$ cat src/core/spmc_defs.svh
`ifndef SPMC_DEFS_SVH
`define SPMC_DEFS_SVH

// ----------------------------------------
// Register byte offsets
// ----------------------------------------
`define SPMC_CTRL_OFS 8'h00
`define SPMC_PAGE_OFS 8'h04
`define SPMC_STAT_OFS 8'h08
`define SPMC_FUSE_OFS 8'h0C

// ----------------------------------------
// Control register fields
// ----------------------------------------
`define SPMC_CTRL_EN 0
`define SPMC_CTRL_ERASE 1
`define SPMC_CTRL_WRITE 2
`define SPMC_CTRL_RWWEN 4
`define SPMC_CTRL_BUSY 6

// ----------------------------------------
// Status register fields
// ----------------------------------------
`define SPMC_STAT_ACTIVE 0
`define SPMC_STAT_STALL 1
`define SPMC_STAT_RWWBLK 2
`define SPMC_STAT_IGNORED 3
`define SPMC_STAT_LOCKED 4

// ----------------------------------------
// Fuse view fields and sizes
// ----------------------------------------
`define SPMC_FUSE_BOOT_SIZE_FUSES_LSB 0
`define SPMC_FUSE_APPLK_LSB 2
`define SPMC_FUSE_LDRLK_LSB 4
`define SPMC_LOADER_MIN_PAGES 4
`define SPMC_ARM_CYCLES 3'h4
`define SPMC_LOCK_WR_BIT 0

`endif

$ cat src/core/spmc_pkg.sv
package spmc_pkg;

	// ----------------------------------------
	// Sequencer states
	// ----------------------------------------
	typedef enum logic [1:0] {
		SPMC_IDLE = 2'b00,
		SPMC_RWW_OP = 2'b01,
		SPMC_HALT_OP = 2'b10
	} spmc_state_type;

	// Command decoded from the control register
	typedef enum logic [1:0] {
		SPMC_CMD_NONE = 2'b00,
		SPMC_CMD_ERASE = 2'b01,
		SPMC_CMD_WRITE = 2'b10
	} spmc_cmd_type;

endpackage

$ cat src/core/spmc_core.sv
`include "spmc_defs.svh"

module spmc_core
	import spmc_pkg::*;
#(
	parameter int PAGE_AW = 10,
	parameter int HALT_PAGES = 64,
	parameter int OP_CYCLES = 5000
) (
	// Clock and reset
	input wire logic i_sys_clk,
	input wire logic i_rst_b,
	// AHB-Lite slave
	input wire logic i_hsel,
	input wire logic [31:0] i_haddr,
	input wire logic [1:0] i_htrans,
	input wire logic i_hwrite,
	input wire logic [2:0] i_hsize,
	input wire logic [31:0] i_hwdata,
	input wire logic i_hready,
	output logic o_hreadyout,
	output logic o_hresp,
	output logic [31:0] o_hrdata,
	// Core side
	input wire logic i_spm_exec,
	input wire logic [PAGE_AW-1:0] i_spm_pc_page,
	input wire logic [PAGE_AW-1:0] i_fetch_page,
	output logic o_fetch_valid,
	output logic o_core_stall,
	// Fuses and lock bits
	input wire logic [1:0] i_boot_size_fuses,
	input wire logic [1:0] i_app_lock_bits,
	input wire logic [1:0] i_loader_lock_bits,
	// Flash array
	output logic o_flash_erase,
	output logic o_flash_write,
	output logic [PAGE_AW-1:0] o_flash_page
);

	// ----------------------------------------
	// Region geometry
	// ----------------------------------------
	localparam int CNT_W = $clog2(OP_CYCLES + 1);
	localparam logic [PAGE_AW:0] TOP = {1'b1, {PAGE_AW{1'b0}}};
	localparam logic [PAGE_AW:0] HALT_SIZE = (PAGE_AW + 1)'(HALT_PAGES);
	localparam logic [PAGE_AW-1:0] HALT_BASE = PAGE_AW'(TOP - HALT_SIZE);
	localparam logic [CNT_W-1:0] OP_LAST = CNT_W'(OP_CYCLES - 1);
	localparam logic [PAGE_AW:0] LDR_MIN = (PAGE_AW + 1)'(`SPMC_LOADER_MIN_PAGES);

	logic [PAGE_AW:0] ldr_size;
	logic [PAGE_AW:0] ldr_clamped;
	logic [PAGE_AW-1:0] ldr_base;
	logic spm_in_loader;
	logic tgt_in_halt;
	logic tgt_in_loader;
	logic tgt_locked;

	// Loader size from fuses, largest for code 00
	always_comb begin
		unique case (i_boot_size_fuses)
			2'b11: ldr_size = LDR_MIN;
			2'b10: ldr_size = LDR_MIN << 1;
			2'b01: ldr_size = LDR_MIN << 2;
			2'b00: ldr_size = LDR_MIN << 3;
		endcase
	end

	// Clamp keeps the loader inside the halting region for any geometry
	assign ldr_clamped = (ldr_size > HALT_SIZE) ? HALT_SIZE : ldr_size;
	assign ldr_base = PAGE_AW'(TOP - ldr_clamped);
	assign spm_in_loader = (i_spm_pc_page >= ldr_base);

	// ----------------------------------------
	// Register state
	// ----------------------------------------
	spmc_state_type state;
	spmc_cmd_type arm_cmd;
	logic [2:0] arm_cnt;
	logic [PAGE_AW-1:0] page_reg;
	logic [CNT_W-1:0] op_cnt;
	logic rww_blocked;
	logic ignored;
	logic lock_refused;
	logic start_op;
	logic spm_refused;
	logic lock_hit;

	// Fixed halting boundary, fuses play no part in it; the loader boundary follows the fuses
	assign tgt_in_halt = (page_reg >= HALT_BASE);
	assign tgt_in_loader = (page_reg >= ldr_base);
	// Each section checks only its own group, cleared bit blocks writing
	assign tgt_locked = tgt_in_loader ? !i_loader_lock_bits[`SPMC_LOCK_WR_BIT]
		: !i_app_lock_bits[`SPMC_LOCK_WR_BIT];
	assign lock_hit = i_spm_exec && (arm_cnt != 3'h0) && (arm_cmd != SPMC_CMD_NONE)
		&& spm_in_loader && (state == SPMC_IDLE) && tgt_locked;
	// Any page may be the target; the caller's location and the target section's lock bit gate it
	assign start_op = i_spm_exec && (arm_cnt != 3'h0) && (arm_cmd != SPMC_CMD_NONE)
		&& spm_in_loader && (state == SPMC_IDLE) && !tgt_locked;
	assign spm_refused = i_spm_exec && !spm_in_loader;

	// ----------------------------------------
	// AHB-Lite slave
	// ----------------------------------------
	logic wr_pend;
	logic [7:0] wr_ofs;
	logic addr_ok;
	logic wr_ctrl;
	logic wr_page;
	logic wr_stat;
	logic [31:0] rd_value;

	assign addr_ok = i_hsel && i_htrans[1] && i_hready;
	assign wr_ctrl = wr_pend && (wr_ofs == `SPMC_CTRL_OFS);
	assign wr_page = wr_pend && (wr_ofs == `SPMC_PAGE_OFS);
	assign wr_stat = wr_pend && (wr_ofs == `SPMC_STAT_OFS);
	// Zero wait states; every transfer answers OKAY
	assign o_hreadyout = 1'b1;
	assign o_hresp = 1'b0;

	// Address phase capture for writes
	always_ff @(posedge i_sys_clk) begin
		if (!i_rst_b) begin
			wr_pend <= 1'b0;
			wr_ofs <= 8'h00;
		end else begin
			wr_pend <= addr_ok && i_hwrite;
			wr_ofs <= i_haddr[7:0];
		end
	end

	// Read mux, unmapped offsets read zero
	always_comb begin
		rd_value = 32'h0000_0000;
		unique case (i_haddr[7:0])
			`SPMC_CTRL_OFS: begin
				rd_value[`SPMC_CTRL_EN] = (arm_cnt != 3'h0);
				rd_value[`SPMC_CTRL_ERASE] = (arm_cmd == SPMC_CMD_ERASE);
				rd_value[`SPMC_CTRL_WRITE] = (arm_cmd == SPMC_CMD_WRITE);
				rd_value[`SPMC_CTRL_BUSY] = rww_blocked;
			end
			`SPMC_PAGE_OFS: rd_value[PAGE_AW-1:0] = page_reg;
			`SPMC_STAT_OFS: begin
				rd_value[`SPMC_STAT_ACTIVE] = (state != SPMC_IDLE);
				rd_value[`SPMC_STAT_STALL] = o_core_stall;
				rd_value[`SPMC_STAT_RWWBLK] = rww_blocked;
				rd_value[`SPMC_STAT_IGNORED] = ignored;
				rd_value[`SPMC_STAT_LOCKED] = lock_refused;
			end
			`SPMC_FUSE_OFS: begin
				rd_value[`SPMC_FUSE_BOOT_SIZE_FUSES_LSB +: 2] = i_boot_size_fuses;
				rd_value[`SPMC_FUSE_APPLK_LSB +: 2] = i_app_lock_bits;
				rd_value[`SPMC_FUSE_LDRLK_LSB +: 2] = i_loader_lock_bits;
			end
			default: rd_value = 32'h0000_0000;
		endcase
	end

	// Read data registered at the address phase, stands in the data phase
	always_ff @(posedge i_sys_clk) begin
		if (!i_rst_b) begin
			o_hrdata <= 32'h0000_0000;
		end else if (addr_ok && !i_hwrite) begin
			o_hrdata <= rd_value;
		end
	end

	// ----------------------------------------
	// Command arming window
	// ----------------------------------------
	// Window counts down so a stray store instruction later does nothing
	always_ff @(posedge i_sys_clk) begin
		if (!i_rst_b) begin
			arm_cnt <= 3'h0;
			arm_cmd <= SPMC_CMD_NONE;
		end else if (wr_ctrl && i_hwdata[`SPMC_CTRL_EN]) begin
			arm_cnt <= `SPMC_ARM_CYCLES;
			if (i_hwdata[`SPMC_CTRL_ERASE] && !i_hwdata[`SPMC_CTRL_WRITE]) begin
				arm_cmd <= SPMC_CMD_ERASE;
			end else if (i_hwdata[`SPMC_CTRL_WRITE] && !i_hwdata[`SPMC_CTRL_ERASE]) begin
				arm_cmd <= SPMC_CMD_WRITE;
			end else begin
				arm_cmd <= SPMC_CMD_NONE;
			end
		end else if (i_spm_exec || arm_cnt == 3'h1) begin
			arm_cnt <= 3'h0;
			arm_cmd <= SPMC_CMD_NONE;
		end else if (arm_cnt != 3'h0) begin
			arm_cnt <= arm_cnt - 3'h1;
		end
	end

	// Page address register
	always_ff @(posedge i_sys_clk) begin
		if (!i_rst_b) begin
			page_reg <= '0;
		end else if (wr_page) begin
			page_reg <= i_hwdata[PAGE_AW-1:0];
		end
	end

	// ----------------------------------------
	// Operation sequencer
	// ----------------------------------------
	always_ff @(posedge i_sys_clk) begin
		if (!i_rst_b) begin
			state <= SPMC_IDLE;
			op_cnt <= '0;
		end else begin
			unique case (state)
				SPMC_IDLE: begin
					op_cnt <= '0;
					if (start_op) begin
						state <= tgt_in_halt ? SPMC_HALT_OP : SPMC_RWW_OP;
					end
				end
				SPMC_RWW_OP, SPMC_HALT_OP: begin
					// Leave only after the full operation time
					if (op_cnt == OP_LAST) begin
						state <= SPMC_IDLE;
						op_cnt <= '0;
					end else begin
						op_cnt <= op_cnt + CNT_W'(1);
					end
				end
				default: state <= SPMC_IDLE;
			endcase
		end
	end

	// Flash strobes and latched target page
	always_ff @(posedge i_sys_clk) begin
		if (!i_rst_b) begin
			o_flash_erase <= 1'b0;
			o_flash_write <= 1'b0;
			o_flash_page <= '0;
		end else begin
			o_flash_erase <= start_op && (arm_cmd == SPMC_CMD_ERASE);
			o_flash_write <= start_op && (arm_cmd == SPMC_CMD_WRITE);
			if (start_op) begin
				o_flash_page <= page_reg;
			end
		end
	end

	// Block stays until software re-enables and nothing runs; set wins
	always_ff @(posedge i_sys_clk) begin
		if (!i_rst_b) begin
			rww_blocked <= 1'b0;
		end else if (start_op && !tgt_in_halt) begin
			rww_blocked <= 1'b1;
		end else if (wr_ctrl && i_hwdata[`SPMC_CTRL_RWWEN] && state == SPMC_IDLE) begin
			rww_blocked <= 1'b0;
		end
	end

	// Sticky refusal flags, write one to clear; new event wins
	always_ff @(posedge i_sys_clk) begin
		if (!i_rst_b) begin
			ignored <= 1'b0;
			lock_refused <= 1'b0;
		end else begin
			if (spm_refused) begin
				ignored <= 1'b1;
			end else if (wr_stat && i_hwdata[`SPMC_STAT_IGNORED]) begin
				ignored <= 1'b0;
			end
			if (lock_hit) begin
				lock_refused <= 1'b1;
			end else if (wr_stat && i_hwdata[`SPMC_STAT_LOCKED]) begin
				lock_refused <= 1'b0;
			end
		end
	end

	// ----------------------------------------
	// Fetch arbitration
	// ----------------------------------------
	// Halting region code is readable unless a halting operation runs
	assign o_core_stall = (state == SPMC_HALT_OP);
	assign o_fetch_valid = (i_fetch_page >= HALT_BASE) ? (state != SPMC_HALT_OP)
		: (!rww_blocked && state == SPMC_IDLE);

	logic [CNT_W-1:0] stall_len;
	always_ff @(posedge i_sys_clk) begin
		if (!i_rst_b) begin
			stall_len <= '0;
		end else begin
			stall_len <= o_core_stall ? stall_len + CNT_W'(1) : '0;
		end
	end
endmodule

$ cat config.mk
export PLATFORM = sky130hd
export DESIGN_NAME = spmc_core
export DESIGN_NICKNAME = d
export VERILOG_FILES = /design/src/core/spmc_pkg.sv /design/src/core/spmc_core.sv
export VERILOG_INCLUDE_DIRS = /design/src /design/src/core
export SDC_FILE = /design/constraint.sdc
export NUM_CORES = 1
export LEC_CHECK = 0
export ABC_AREA = 0
export BUFFER_PORTS_ARGS = -buffer_cell sky130_fd_sc_hd__buf_4
export CELL_PAD_IN_SITES_DETAIL_PLACEMENT = 1
export CELL_PAD_IN_SITES_GLOBAL_PLACEMENT = 1
export CORE_MARGIN = 3
export CORE_UTILIZATION = 33
export CTS_CLUSTER_DIAMETER = 100
export CTS_CLUSTER_SIZE = 28
export DETAILED_ROUTE_END_ITERATION = 16
export GPL_ROUTABILITY_DRIVEN = 0
export GPL_TIMING_DRIVEN = 0
export PLACE_DENSITY_LB_ADDON = 0.3
export SYNTH_ARGS = -nofsm -noshare
export SYNTH_HDL_FRONTEND = slang
export SYNTH_SLANG_ARGS = --single-unit
$ cat constraint.sdc
create_clock -name i_sys_clk -period 2.4 [get_ports i_sys_clk]
set_input_delay 0.36 -clock i_sys_clk [delete_from_list [all_inputs] [get_ports i_sys_clk]]
set_output_delay 0.36 -clock i_sys_clk [all_outputs]
set_load 0.01 [all_outputs]
# == Yosys cells after proc, flatten, opt, wreduce, memory -nomap -nowiden ==
# Cells that the tools add are included.
# word_totals
wordCells,120
ff_bits,64
in_bits,101
output_inout_bits,48
# classes
n_eq_ne,17
n_reduce_logical,51
n_mux,28
bitwise_logic,1
n_addsub,3
order_cmp,5
# ops
op,n
$pmux 11 s4,1
$pmux 13 s2,1
$logic_and 1x1->1,25
$eq 8x4->1 const B,3
$ge 10x10->1,2
$ge 10x10->1 const B,2
$eq 8x3->1 const B,2
$logic_not 8->1,2
$mux 2,7
$reduce_bool 2->1,7
$add 13x1->13 const B,1
$eq 13x13->1 const B,1
$mux 13,1
$mux 3,4
$pmux 3 s4,1
$gt 11x7->1 const B,1
$mux 10,1
$sub 1x10->10 const A,1
$logic_not 1->1,9
$eq 2x2->1 const B,4
$mux 1,8
$eq 2x1->1 const B,3
$ne 2x2->1 const B,3
$pmux 2 s3,1
11 further kinds,14

# == Longest topological paths before layout ==
# depth
ltp_word,11
mapped_depth,8
mapped_depth_nobuf,7

# == Worst setup path before layout ==
# OpenSTA, ideal clock, no wires.
# synth_path
path_type,input-to-reg
start,input port i_boot_size_fuses[0]
end,register o_flash_page[4]
slack_ns,0.524
cell_stages,8
t_arrival_ns,1.806
n_path_buf,1
t_required_ns,2.330
setup_time_ns,0.070
cell_sequence,nor2_1 -> ha_1 -> a21oi_1 -> a211o_1 -> a21oi_1 -> clkbuf_1 -> nand3_1 -> a21oi_1
# synth_between
elab_chain_cells,9
word_cells_on_any_way,15
# synth_lines
element,line,rtl
from (decl),spmc_core.sv:31,"input wire logic [1:0] i_boot_size_fuses,"
"$eq 2x1->1, or another cell as far along",spmc_core.sv:60,unique case (i_boot_size_fuses)
$pmux 11 s4 (*),spmc_core.sv:60,
$gt 11x7->1,spmc_core.sv:69,assign ldr_clamped = (ldr_size > HALT_SIZE) ? HALT_SIZE : ldr_size;
$mux 10 (*),spmc_core.sv:69,
$sub 1x10->10 (*),spmc_core.sv:70,assign ldr_base = PAGE_AW'(TOP - ldr_clamped);
$ge 10x10->1 (on tied branches),"spmc_core.sv:90, spmc_core.sv:71",
$mux 1 / $logic_and 1x1->1 (equally long branches),"spmc_core.sv:92, spmc_core.sv:98",
$logic_not 1->1 / $logic_and 1x1->1 (equally long branches),spmc_core.sv:98,&& spm_in_loader && (state == SPMC_IDLE) && !tgt_locked;
$logic_and 1x1->1 (*),spmc_core.sv:98,
to (signal assigned),spmc_core.sv:240,o_flash_page <= page_reg;
to (decl),spmc_core.sv:37,output logic [PAGE_AW-1:0] o_flash_page
# Mark *: on every way between the ends. The rest lies on a longest branch, timed or not. The select of a mux whose other input is x is not followed.
# A chain may end at the register's enable or synchronous reset.

# == Worst setup path in the final report ==
# layout_path
start,register arm_cnt[0]
end,register o_flash_page[9]
# layout_between
elab_chain_cells,6
# layout_lines
element,line,rtl
from (decl),spmc_core.sv:78,logic [2:0] arm_cnt;
from (signal assigned),spmc_core.sv:176,arm_cnt <= `SPMC_ARM_CYCLES;
from (signal assigned),spmc_core.sv:188,arm_cnt <= arm_cnt - 3'h1;
$reduce_bool 3->1,spmc_core.sv:97,assign start_op = i_spm_exec && (arm_cnt != 3'h0) && (arm_cmd != SPMC_CMD_NONE)
$logic_and 1x1->1 (2 in a row),spmc_core.sv:97,
$logic_and 1x1->1 (3 in a row),spmc_core.sv:98,
# No other way between the ends.

==> qor_table.md <==
| Group | Result | This run |
|---|---|---|
| status | Status | finished, final reports clean |
| setup path | Standard cell with the maximum stage delay on the critical path | sky130_fd_sc_hd__dfxtp_1 |
| logic synthesis | Register bit count reported by yosys | 64 |
| setup path | Maximum single-stage delay on the critical path | 0.37 ns |
| global routing | Global-route wire length before repair | 13.8 mm |
| logic synthesis | Fraction of synthesized cell area in xor and xnor cells | 2.47% |
| logic synthesis | Sequential cell area fraction in the yosys report | 40.1% |
| route | Wire length on met2 | 4.40 mm |
| setup path | Start point of the critical path | arm_cnt[0]$_SDFFE_PP0N_ |
| route | Routed wire length | 8.58 mm |
| sta | Total negative setup slack | 0 ns |
| pwr | Relative contribution of combinational cells to total power | 9.3% |
| sta | Crit path time final | 2.15 ns |
| logic synthesis | Fraction of registers with async set/reset | 0% |
| sta | Skew final | 0.0119 ns |
| setup path | Worst reg2reg path startpoint | arm_cnt[0]$_SDFFE_PP0N_ |
| finish | Largest register FFs | 13 |
| logic synthesis | Share of synthesized cell area in and, or, nand and nor gates | 20.0% |
| pwr | Share of total power consumed by net switching | 24.9% |
| setup path | Critical Path Fanout Max | 10 |
| min path | Destination of the worst hold path | wr_ofs[7]$_SDFF_PN0_ |
| logic synthesis | Compound-gate portion of the synthesized area | 14.4% |
| clock tree | TritonCTS clock tree | yes |
| clock tree | Htree depth | 3 |
| finish | Layout overhead on the synthesized area | 28.6% |
| floorplan | Area inside the core boundary | 0.00933 mm^2 |
| logic synthesis | Combinational family with the most area after synthesis | simple AND/OR/NAND/NOR gates |
| route | Routed metal-1 wire length | 3.67 mm |
| clock tree | Cell at the root of the clock tree | sky130_fd_sc_hd__clkbuf_8 |
| setup path | Cells along the critical path | inv_1 -> ha_1 -> nand2b_1 -> o2111ai_1 -> a21oi_1 -> clkbuf_1 -> nand3_1 -> a21oi_1 |
| finish | Biggest register | op_cnt |
| clock tree | CTS clk-pin slew, worst paths | 0.07 ns |
| setup path | Required time of the critical path | 2.67 ns |
| sta | Fin. Hold Viols | 0 |
| route | Violation count after the first detailed-route iteration | 54 |
| global routing | Pin count of the biggest net entering global routing | 12 |
| setup path | Depth of the worst register-to-register path | 8 |
| floorplan | Overall die area | 0.0109 mm^2 |
| sta | Measured slew at the worst slew-check pin | 0.740 ns |
| finish | Storage element area | 0.00128 mm^2 |
| setup path | Worst Path Arrival | 2.42 ns |
| setup path | Flop-to-flop setup slack | 0.25 ns |
| logic synthesis | Synth Flop Type | sky130_fd_sc_hd__dfxtp_1 |
| clock tree | Number of setup buffers added after CTS | 0 |
| route | Average vias per placed instance | 4.75 |
| floorplan | I/O pin count | 149 |
| logic synthesis | Proportion of synthesized area in mux cells | 7.21% |
| place | Placed Cells | 570 |
| route | WL met3 | 398 um |
| finish | Total Nets Final | 570 |
| pwr | Sequential share of power | 51.4% |
| floorplan | Die Y-Extent | 104 um |
| global routing | Remaining global-route overflow | 0 |
| sta | Final cycle utilization of the critical path | 89.7% |
| sta | Max_slew headroom | 49.9% |
| pwr | Worst ir drop on vdd | 276 uV |
| finish | Finished Layout Cells | 586 |
| global routing | Antenna violations before repair | 0 |
| flow run | Max-cap violation count | 0 |
| pwr | Clock power share | 39.3% |
| place | Post-DP HPWL | 6.93 mm |
| clock tree | Maximum buffer depth of the clock tree | 2 |
| clock tree | Cts bufs inserted | 9 |
| sta | Pins over their slew limit | 0 |
| setup path | Cell with the most instances on the worst path | sky130_fd_sc_hd__a21oi_1 |
| finish | Share of post-route cells with drive strength above 1 | 26.0% |
| sta | Setup violation total in the final timing report | 0 |
| floorplan | Number of core rows | 35 |
| setup path | Worst flop-to-flop path endpoint | o_flash_page[9]$_SDFFE_PN0P_ |
| logic synthesis | Summed instance area of the synthesized netlist | 0.00319 mm^2 |
| finish | Antenna Cells | 0 |
| sta | F_max | 464 MHz |
| route | Top Layer Used | met4 |
| logic synthesis | Count of unique library cells instantiated by Yosys | 55 |
| finish | Leading cell type in the layout, fill and taps excluded | sky130_fd_sc_hd__buf_4 |
| clock tree | Post-cts hold buffer count | 0 |
| route | Total number of vias | 2,781 |
| finish | Fill cells | 1,146 |
| global routing | Via count of the first global-routing pass | 2,881 |
| global routing | Total GRT Usage | 15.9% |
| setup path | Type of origin of the critical path | flop |
| pwr | PD cells | 510 mW/mm^2 |
| finish | Most used cells in the layout excluding fill and tap cells | 88 x sky130_fd_sc_hd__buf_4, 64 x sky130_fd_sc_hd__dfxtp_1, 37 x sky130_fd_sc_hd__nor2_1 |
| min path | Startpoint of the worst hold path | i_haddr[7] |
| place | Port Buffers | 64 |
| clock tree | Clock latency at the later pin of the worst-skew pair | 0.34 ns |
| route | Post-detailed-route wirelength per cell | 14.6 um |
| floorplan | Effective utilization at floorplan | 34.2% |
| min path | Type of the worst min-delay path | in -> reg |
| clock tree | Post-cts sizing count | 0 |
| pwr | Switching power | 0.000522 W |
| logic synthesis | Number of instances in the synthesized netlist | 351 |
| sta | Setup repair after global routing missed its margin | no |
| route | Remaining DRCs | 0 |
| floorplan | Chip Width | 104 um |
| pwr | Leakage | 1.79 nW |
| setup path | Element type at the critical path end | flop |
| route | Count of antenna-violating nets left after detailed routing | 0 |
| logic synthesis | Total number of yosys warnings | 0 |
| route | Length of the first detailed-routing pass in iterations | 4 |
| logic synthesis | Per-instance average area after synthesis | 9.09 um^2 |
| setup path | Crit Path Category | reg -> reg |
| min path | Number of stages on the worst hold path | 2 |
| pwr | Internal power of the cells | 0.00157 W |
| logic synthesis | Adder-cell share of the synthesized area | 6.66% |
| logic synthesis | Post-synth EDFFs | 0 |
| clock tree | Number of clock sinks seen by CTS | 64 |
| finish | Area occupied by multi-input gates | 0.00173 mm^2 |
## critical path, delay by kind of cell (launching register included)
kind	cells	cell delay, ns
AOI/OAI and AO/OA	3	0.69
buffers and inverters	2	0.45
DFF	1	0.37
and+or+nand+nor	2	0.35
adders and majority gates	1	0.22
## layer usage
layer / vias to the layer above / GRT usage (%)
li1: 1400 / -
met1: 1321 / 18.1
met2: 49 / 28.4
met3: 11 / 5.09
met4: 0 / 4.65
met5: - / 0
## cell type report
cell class                      instances  area share, %
Inverter                                8          0.731
Tap cell                              129           3.93
Clock buffer                           11           3.44
Sequential cell                        64           31.2
Buffer                                 39           6.16
Clock inverter                          5          0.792
Multi-Input combinational cell        266           42.0
Timing Repair Buffer                   64           11.7
## synth_stat cells, types with 2 or more instances
library cell,n,area (um^2)
sky130_fd_sc_hd__nand4_1,5,31.3
sky130_fd_sc_hd__nand3_1,22,110
sky130_fd_sc_hd__o2bb2ai_1,2,17.5
sky130_fd_sc_hd__a21oi_1,20,100
sky130_fd_sc_hd__buf_4,24,180
sky130_fd_sc_hd__nor4_1,3,18.8
sky130_fd_sc_hd__or3_1,4,25.0
sky130_fd_sc_hd__a22oi_1,8,60.1
sky130_fd_sc_hd__nor2_1,37,139
sky130_fd_sc_hd__xnor2_1,2,17.5
sky130_fd_sc_hd__nand3b_1,2,15.0
sky130_fd_sc_hd__o21ai_0,18,90.1
sky130_fd_sc_hd__mux2i_1,14,140
sky130_fd_sc_hd__ha_1,17,213
sky130_fd_sc_hd__or2_2,2,12.5
sky130_fd_sc_hd__nor2_2,2,12.5
sky130_fd_sc_hd__inv_1,8,30.0
sky130_fd_sc_hd__mux2_2,2,22.5
sky130_fd_sc_hd__o2111ai_1,3,26.3
sky130_fd_sc_hd__nor4b_1,3,26.3
sky130_fd_sc_hd__a22o_1,2,17.5
sky130_fd_sc_hd__and3_1,3,18.8
sky130_fd_sc_hd__conb_1,2,7.51
sky130_fd_sc_hd__o211ai_1,3,22.5
sky130_fd_sc_hd__buf_2,2,10.0
sky130_fd_sc_hd__nand2_1,13,48.8
sky130_fd_sc_hd__nand2b_1,4,25.0
sky130_fd_sc_hd__xor2_1,7,61.3
sky130_fd_sc_hd__a211o_1,3,26.3
sky130_fd_sc_hd__mux4_2,3,67.6
sky130_fd_sc_hd__dfxtp_1,64,1280
sky130_fd_sc_hd__nor2b_1,3,18.8
sky130_fd_sc_hd__nor3_1,2,10.0
sky130_fd_sc_hd__and2_1,9,56.3
sky130_fd_sc_hd__clkbuf_1,11,41.3
sky130_fd_sc_hd__a31oi_1,2,12.5
sky130_fd_sc_hd__nor3b_1,2,15.0
## worst max path at each step
stage                                   end  slack (ns)  cells after the start
3_3_place_gp   o_flash_page[7]$_SDFFE_PN0P_        0.17                      9
5_1_grt        o_flash_page[6]$_SDFFE_PN0P_        0.02                      7
3_5_place_dp   o_flash_page[9]$_SDFFE_PN0P_        0.06                      9
6_report       o_flash_page[9]$_SDFFE_PN0P_        0.25                      8
2_1_floorplan  o_flash_page[4]$_SDFFE_PN0P_        0.52                      8
4_1_cts        o_flash_page[9]$_SDFFE_PN0P_        0.22                      8
## cell families (layout without fill, tap and decap cells)
logic type | Yosys count | in the layout
muxes | 19 | 19
DFF | 64 | 64
xor gates and xnor gates | 9 | 9
and+or+nand+nor | 122 | 122
adders and majority gates | 17 | 17
other | 2 | 28
buffers and inverters | 47 | 127
AOI/OAI and AO/OA | 71 | 71
## stage by stage
step           area, um^2  utilization, %  setup slack [ns]  power [W]  hold slack (ns)
2_1_floorplan        3290               -             0.524    0.00121            0.452
3_3_place_gp         3930            42.1             0.169    0.00129            0.470
3_5_place_dp         3930            42.1            0.0559    0.00129            0.480
4_1_cts              4110            44.0             0.223    0.00212            0.211
5_1_grt              4110            44.0            0.0162    0.00219            0.214
6_report             4110            44.0             0.247    0.00209            0.224
## power groups by stage
stage | registers, W | clock network, W | logic (W)
after detailed placement | 0.00110 | 0 | 0.000195
after global placement | 0.00110 | 0 | 0.000190
after global routing | 0.00108 | 0.000896 | 0.000217
final | 0.00107 | 0.000821 | 0.000195
after CTS | 0.00107 | 0.000853 | 0.000195
after floorplan | 0.00110 | 0 | 0.000112
(Power assumes the default switching activity.)
